### config.mk
export PLATFORM = sky130hd
export DESIGN_NAME = hvp_port_segment_share
export DESIGN_NICKNAME = d
export VERILOG_FILES = /design/src/core/hvp_pkg.sv /design/src/core/hvp_port_segment_share.sv
export VERILOG_INCLUDE_DIRS = /design/src /design/src/core
export SDC_FILE = /design/constraint.sdc
export NUM_CORES = 1
export LEC_CHECK = 0
export CAP_MARGIN = 10
export CORE_UTILIZATION = 25
export CTS_BUF_LIST = sky130_fd_sc_hd__clkbuf_2 sky130_fd_sc_hd__clkbuf_4 sky130_fd_sc_hd__clkbuf_8
export DETAILED_ROUTE_END_ITERATION = 10
export DONT_BUFFER_PORTS = 1
export PLACE_DENSITY_LB_ADDON = 0.08
export SYNTH_ARGS = -nofsm -noshare
export SYNTH_HDL_FRONTEND = slang
export SYNTH_SLANG_ARGS = --single-unit
### constraint.sdc
create_clock -name clk -period 2.9 [get_ports clk]
set_input_delay 0.58 -clock clk [delete_from_list [all_inputs] [get_ports clk]]
set_output_delay 0.58 -clock clk [all_outputs]
set_load 0.05 [all_outputs]
### src/core/hvp_params.svh
// Constants for the high-voltage port and segment sharing block
`ifndef HVP_PARAMS_SVH
`define HVP_PARAMS_SVH
`define HVP_IDX_W        16
`define HVP_IDX_P4       16'hFFD4
`define HVP_IDX_P5       16'hFFD5
`define HVP_IDX_P6       16'hFFD6
`define HVP_IDX_SEGCTL   16'hFFE0
`define HVP_IDX_RUNCTL   16'hFFE1
`define HVP_RST_DATA     8'h00
`define HVP_RST_SEL      5'h00
`define HVP_FLAG_BIT     7
`define HVP_SEL_MSB      4
`define HVP_RUN_BIT      0
`define HVP_P4_SEG_BASE  5'h10
`define HVP_P5_SEG_TOP   5'h0F
`define HVP_ALL_SEG      5'h17
`endif

### src/core/hvp_pkg.sv
// Types for the high-voltage port and segment sharing block
package hvp_pkg;
   typedef enum logic [1:0] {HVP_ACTIVE, HVP_SLEEP, HVP_STANDBY, HVP_SUBACTIVE} hvp_mode_e;
   typedef logic [7:0] hvp_byte_t;
endpackage : hvp_pkg

### src/core/hvp_port_segment_share.sv
// Ports 4, 5 and 6 data registers with segment output sharing, behind a Wishbone slave
//
// The Wishbone register port was left to the implementer.
`timescale 1ns/1ps
`include "hvp_params.svh"
module hvp_port_segment_share #(
   parameter int ADDR_W = 18
) (
   input  wire logic                 clk,
   input  wire logic                 rst_n,
   input  wire logic                 wb_cyc_i,
   input  wire logic                 wb_stb_i,
   input  wire logic                 wb_we_i,
   input  wire logic [ADDR_W-1:0]    wb_adr_i,
   input  wire logic [3:0]           wb_sel_i,
   input  wire logic [31:0]          wb_dat_i,
   output logic      [31:0]          wb_dat_o,
   output logic                      wb_ack_o,
   input  wire hvp_pkg::hvp_mode_e   power_mode,
   input  wire logic                 key_scan,
   input  wire logic [23:8]          segment_output,
   output logic                      display_run_enable,
   input  wire hvp_pkg::hvp_byte_t   p4_in,
   output hvp_pkg::hvp_byte_t        p4_out,
   output hvp_pkg::hvp_byte_t        p4_oe,
   input  wire hvp_pkg::hvp_byte_t   p5_in,
   output hvp_pkg::hvp_byte_t        p5_out,
   output hvp_pkg::hvp_byte_t        p5_oe,
   input  wire hvp_pkg::hvp_byte_t   p6_in,
   output hvp_pkg::hvp_byte_t        p6_out,
   output hvp_pkg::hvp_byte_t        p6_oe
);
   import hvp_pkg::*;

   function automatic logic seg_on(input logic [4:0] seg, input logic [4:0] sel);
      // Select field gives the highest segment number in use
      return seg <= sel;
   endfunction : seg_on

   hvp_byte_t   p4_q;
   hvp_byte_t   p5_q;
   hvp_byte_t   p6_q;
   logic        flag_q;
   logic [4:0]  sel_q;
   logic        run_q;
   logic        ack_q;
   logic [31:0] rdat_q;
   hvp_byte_t   p4_out_q;
   hvp_byte_t   p4_oe_q;
   hvp_byte_t   p5_out_q;
   hvp_byte_t   p5_oe_q;
   hvp_byte_t   p6_out_q;
   hvp_byte_t   p6_oe_q;

   wire logic [`HVP_IDX_W-1:0] idx = wb_adr_i[`HVP_IDX_W+1:2];
   wire logic req    = wb_cyc_i & wb_stb_i;
   wire logic hit_p4 = (idx == `HVP_IDX_P4);
   wire logic hit_p5 = (idx == `HVP_IDX_P5);
   wire logic hit_p6 = (idx == `HVP_IDX_P6);
   wire logic hit_sc = (idx == `HVP_IDX_SEGCTL);
   wire logic hit_rc = (idx == `HVP_IDX_RUNCTL);
   // Any index outside the five decoded ones answers with zero and ignores writes
   wire logic hit_any = hit_p4 | hit_p5 | hit_p6 | hit_sc | hit_rc;
   // Writes commit on the edge where the master sees ack, never earlier
   wire logic wr_lo  = req & wb_we_i & ack_q & wb_sel_i[0];
   wire logic active = (power_mode == HVP_ACTIVE);
   wire logic hold   = (power_mode == HVP_SLEEP);
   wire logic seg_ok = flag_q & ~key_scan;

   hvp_byte_t seg4;
   hvp_byte_t seg5;
   hvp_byte_t lvl4;
   hvp_byte_t lvl5;
   always_comb
   begin
      for (int i = 0; i < 8; i++)
      begin
         seg4[i] = seg_ok & seg_on(`HVP_P4_SEG_BASE + 5'(i), sel_q);
         seg5[i] = seg_ok & seg_on(`HVP_P5_SEG_TOP - 5'(i), sel_q);
         lvl4[i] = segment_output[16 + i];
         lvl5[i] = segment_output[15 - i];
      end
   end

   wire hvp_byte_t p4_d = (seg4 & lvl4) | (~seg4 & p4_q);
   wire hvp_byte_t p5_d = (seg5 & lvl5) | (~seg5 & p5_q);
   // Segment pins read the stored bit; port pins read the pad level
   wire hvp_byte_t rd4  = (seg4 & p4_q) | (~seg4 & p4_in);
   wire hvp_byte_t rd5  = (seg5 & p5_q) | (~seg5 & p5_in);
   wire hvp_byte_t rd_sc = {flag_q, 2'b00, sel_q};
   wire hvp_byte_t rd_rc = {7'h00, run_q};
   wire hvp_byte_t rd_byte = hit_p4 ? rd4 :
                             hit_p5 ? rd5 :
                             hit_p6 ? p6_in :
                             hit_sc ? rd_sc :
                             hit_rc ? rd_rc : 8'h00;

   always_ff @(posedge clk or negedge rst_n)
   begin
      if (!rst_n)
      begin
         ack_q  <= 1'b0;
         rdat_q <= 32'h0000_0000;
      end
      else
      begin
         ack_q  <= req & ~ack_q;
         rdat_q <= {24'h00_0000, rd_byte};
      end
   end

   always_ff @(posedge clk or negedge rst_n)
   begin
      if (!rst_n)
      begin
         p4_q   <= `HVP_RST_DATA;
         p5_q   <= `HVP_RST_DATA;
         p6_q   <= `HVP_RST_DATA;
         flag_q <= 1'b0;
         sel_q  <= `HVP_RST_SEL;
         run_q  <= 1'b0;
      end
      else if (wr_lo)
      begin
         if (hit_p4) p4_q <= wb_dat_i[7:0];
         if (hit_p5) p5_q <= wb_dat_i[7:0];
         if (hit_p6) p6_q <= wb_dat_i[7:0];
         if (hit_sc) flag_q <= wb_dat_i[`HVP_FLAG_BIT];
         if (hit_sc) sel_q <= wb_dat_i[`HVP_SEL_MSB:0];
         if (hit_rc) run_q <= wb_dat_i[`HVP_RUN_BIT];
      end
   end

   // Pads are registered so sleep can freeze them exactly as they were
   always_ff @(posedge clk or negedge rst_n)
   begin
      if (!rst_n)
      begin
         p4_out_q <= 8'h00;
         p4_oe_q  <= 8'h00;
         p5_out_q <= 8'h00;
         p5_oe_q  <= 8'h00;
         p6_out_q <= 8'h00;
         p6_oe_q  <= 8'h00;
      end
      else if (!hold)
      begin
         p4_out_q <= active ? p4_d : 8'h00;
         p4_oe_q  <= {8{active}};
         p5_out_q <= active ? p5_d : 8'h00;
         p5_oe_q  <= {8{active}};
         p6_out_q <= active ? p6_q : 8'h00;
         p6_oe_q  <= {8{active}};
      end
   end

   assign wb_ack_o           = ack_q;
   assign wb_dat_o           = rdat_q;
   // Run enable is only a stored bit; ordering against the select field is software's job
   assign display_run_enable = run_q;
   assign p4_out             = p4_out_q;
   assign p4_oe              = p4_oe_q;
   assign p5_out             = p5_out_q;
   assign p5_oe              = p5_oe_q;
   assign p6_out             = p6_out_q;
   assign p6_oe              = p6_oe_q;

   // Checking helpers
   logic      wrote_q;
   hvp_byte_t rev5;
   always_comb
   begin
      for (int i = 0; i < 8; i++)
      begin
         rev5[i] = segment_output[15 - i];
      end
   end
   always_ff @(posedge clk or negedge rst_n)
   begin
      if (!rst_n)
         wrote_q <= 1'b0;
      else if (wr_lo)
         wrote_q <= 1'b1;
   end
   wire logic full_seg = flag_q & ~key_scan & (sel_q >= `HVP_ALL_SEG);
endmodule : hvp_port_segment_share

==> impl_results.md <==
- H-tree Lvls: 3
- Sequential area share after synthesis: approximately 45%
- Critical path class: register to output pin
- Area leader, netlist: dfrtp_1
- Clock Sinks: 65
- Gpl congestion: 0.6992
- Vias per inst: 4.640
- Die Y: 122.7 um
- Post-CTS Resized: 0
- Share of cells above drive strength 1: 22.87%
- Critical Path End Type: output pin
- Hold Path Class: input port to async pin
- Starting density of the core: between 20% and 30%
- Setup TNS: 0 ns
- Maxcap violations: 0
- NumNets Final: approximately 430
- Clock Skews: 0.01228 ns
- Syn Area/Cell: 10.53 um2
- Synth area leaders: dfrtp_1 (45%), mux2_2 (11%), buf_4 (9.7%), mux2i_1 (7.7%), nor2_1 (3.6%)
- Synth top area share: 44.64%
- Area Overhead vs Synth: 6.628%
- Pwr dens: 542.7 mW/mm2
- Top Ports: 184
- Unrepaired setup endpoints after global routing: false
- Worst-path fanout max: 11
- WL final: 10.09 mm
- Gate Count Post-Synth: 346
- Main flop type after synthesis: dfrtp_1
- TritonCTS clock tree: done
- Worst-margin pin slew: 0.6766 ns
- Largest net degree at the start of global routing: between 60 and 70
- Port Buffers: 0
- Initial antenna violation count: 0
- Crit path launch type: register
- Netlist cell types: 44
- CTS buffer count: 9
- Detailed Place HPWL: 7.559 mm
- DRT antenna net count: 0
- PnR worst setup slack: 0.4051 ns
- Fin. Hold Viols: 0
- Root Driver: clkbuf_8
- Pre-CTS WS: 0.5869 ns
- Die Wd: 122.7 um
- Fin. max-slew vios: 0
- Clk buf depth: 2
- Final worst-path cycle share: between 80% and 90%
- Drt pass-1 iters: 4
- Post-CTS Setup Repair Bufs: 0
- Leak: 0.001707 uW
- Total GRT Usage: between 10% and 20%
- Via count: roughly 2400
- Routed len/inst: 19.87 um
- Fin crit period: about 2.5 ns
- Die area: approximately 0.015 mm2
- Top-count cell post-synth: dfrtp_1
- First-pass GRT wire length: 15.05 mm
- CP required: 2.32 ns
- Gr ovfl total: 0
- Synthesis Warnings: 0
- Worst slew margin: 55.27%
- Top cells by count, synth: dfrtp_1 (65), buf_4 (47), mux2_2 (37), nor2_1 (35), mux2i_1 (28)
- Fillers: 1479
- Vias in the first global route: 2440
- Synthesized area: between 0.003 and 0.004 mm2
- ANT cells: 0
- Post-route DRC violation count: 0
- Status: completed
- Clock Pin Slew Worst Setup and Hold Paths: around 0.070 ns
- Share of flip-flops with an asynchronous set or reset: 100.0%
- EDFF count, synth: 0
- Row Count: 43
- Final setup viols: 0
- Synth Register Bits: between 60 and 70
- Clock latency on the worst-skew pair: 0.37 ns
- Max Freq: 400.8 MHz
- 1st-iter DRT viols: 73
- Critical Path AT: 1.91 ns
- Peak VDD IR: around 0.22 mV
- CORE AREA: between 0.01 and 0.015 mm2
-- per-stage QoR --
stage | total power (uW) | utilization, % | hold WS [ns] | instances | area [um2]
after floorplan | 1236 | - | 0.2844 | 369 | 3730
after global placement | 1193 | 25.81 | 0.2868 | 492 | 3625
after detailed placement | 1193 | 25.81 | 0.2883 | 492 | 3625
after CTS | 2156 | 27.67 | 0.09146 | 508 | 3885
after global routing | 2200 | 27.67 | 0.09959 | 508 | 3885
final | 2108 | 27.67 | 0.07139 | 508 | 3885
-- final timing paths --
| path | startpoint | end | slack, ns | cells past startpoint |
|---|---|---|---|---|
| min | rst_n | p6_q[0] | 0.07 | 1 |
| min reg2reg | p6_q[1] | p6_q[1] | 0.51 | 1 |
| max reg2reg | sel_q[3] | wb_dat_o[5] | 0.81 | 5 |
| max | p5_oe[0] | p4_oe[1] | 0.41 | 2 |
| min in group clk | power_mode[1] | p5_oe[0] | 0.28 | 1 |
| max in group asynchronous | rst_n | wb_dat_o[7] | 2.49 | 1 |
-- final cells by class --
cell class / instances / area [um2] / area share, %
clock buffers: 13 / 172.7 / 4.444
flip-flops and latches: 65 / 1630 / 41.96
clock inverters: 2 / 60.06 / 1.546
repair buffers: 9 / 120.1 / 3.092
well taps: 180 / 225.2 / 5.797
inverters: 8 / 30.03 / 0.7729
multi-input cells: 231 / 1647 / 42.38
-- cell families (layout without fill, tap and decap cells) --
family / Yosys count / in the layout / synth area share (%)
AND/OR/NAND/NOR: 82 / 82 / 12.23
buffers and inverters: 73 / 32 / 12.71
multiplexers: 66 / 66 / 19.54
flip-flops: 65 / 65 / 44.64
AO/OA/AOI/OAI: 59 / 59 / 10.78
other: 1 / 24 / 0.1029
-- placed cells by master (no fill, tap or decap), types with 4 or more instances in the layout --
cell / n
clkbuf_8: 12
a21oi_1: 17
mux2_2: 37
dfrtp_1: 64
mux2i_1: 28
inv_1: 8
a211oi_1: 12
conb_1: 24
a311oi_1: 4
nor2_1: 35
o21ai_0: 10
nor3_1: 4
a221oi_1: 5
buf_4: 6
nand2_1: 16
-- registers in the layout, summed over array words and instances, names as in the netlist --
signal / count
display_run_enable: 1
flag_q: 1
p4_out: 8
p4_q: 8
p5_oe: 1
p5_out: 8
p5_q: 8
p6_out: 8
p6_q: 8
sel_q: 5
wb_ack_o: 1
wb_dat_o: 8
-- critical path, cell delays in order, from the launching register on --
cell     delay (ns)
dfrtp_4        0.43
buf_12         0.44
buf_4          0.67
-- power by group --
group          switching [uW]  internal [uW]  total (uW)  leakage, uW
combinational             200           36.5         236     0.000692
sequential               43.2            917         960     0.000897
clock                     352            560         912     0.000119
total                     595           1510        2110      0.00171
-- routing by layer --
layer / routed length, um / vias up / global-route usage (%)
li1: - / 1106 / -
met5: 0 / - / 0
met2: 4743 / 86 / 21.88
met4: 106 / 0 / 4.345
met3: 766 / 9 / 5.809
met1: 4476 / 1156 / 17.99
-- what timing repair did --
item / 4_1_cts / 5_1_grt
hold buffers: 1 / 0
endpoints found under the hold margin: 65 / 0
endpoints found under the setup margin: 0 / 0
No activity file was read; power rests on OpenSTA's default activity.
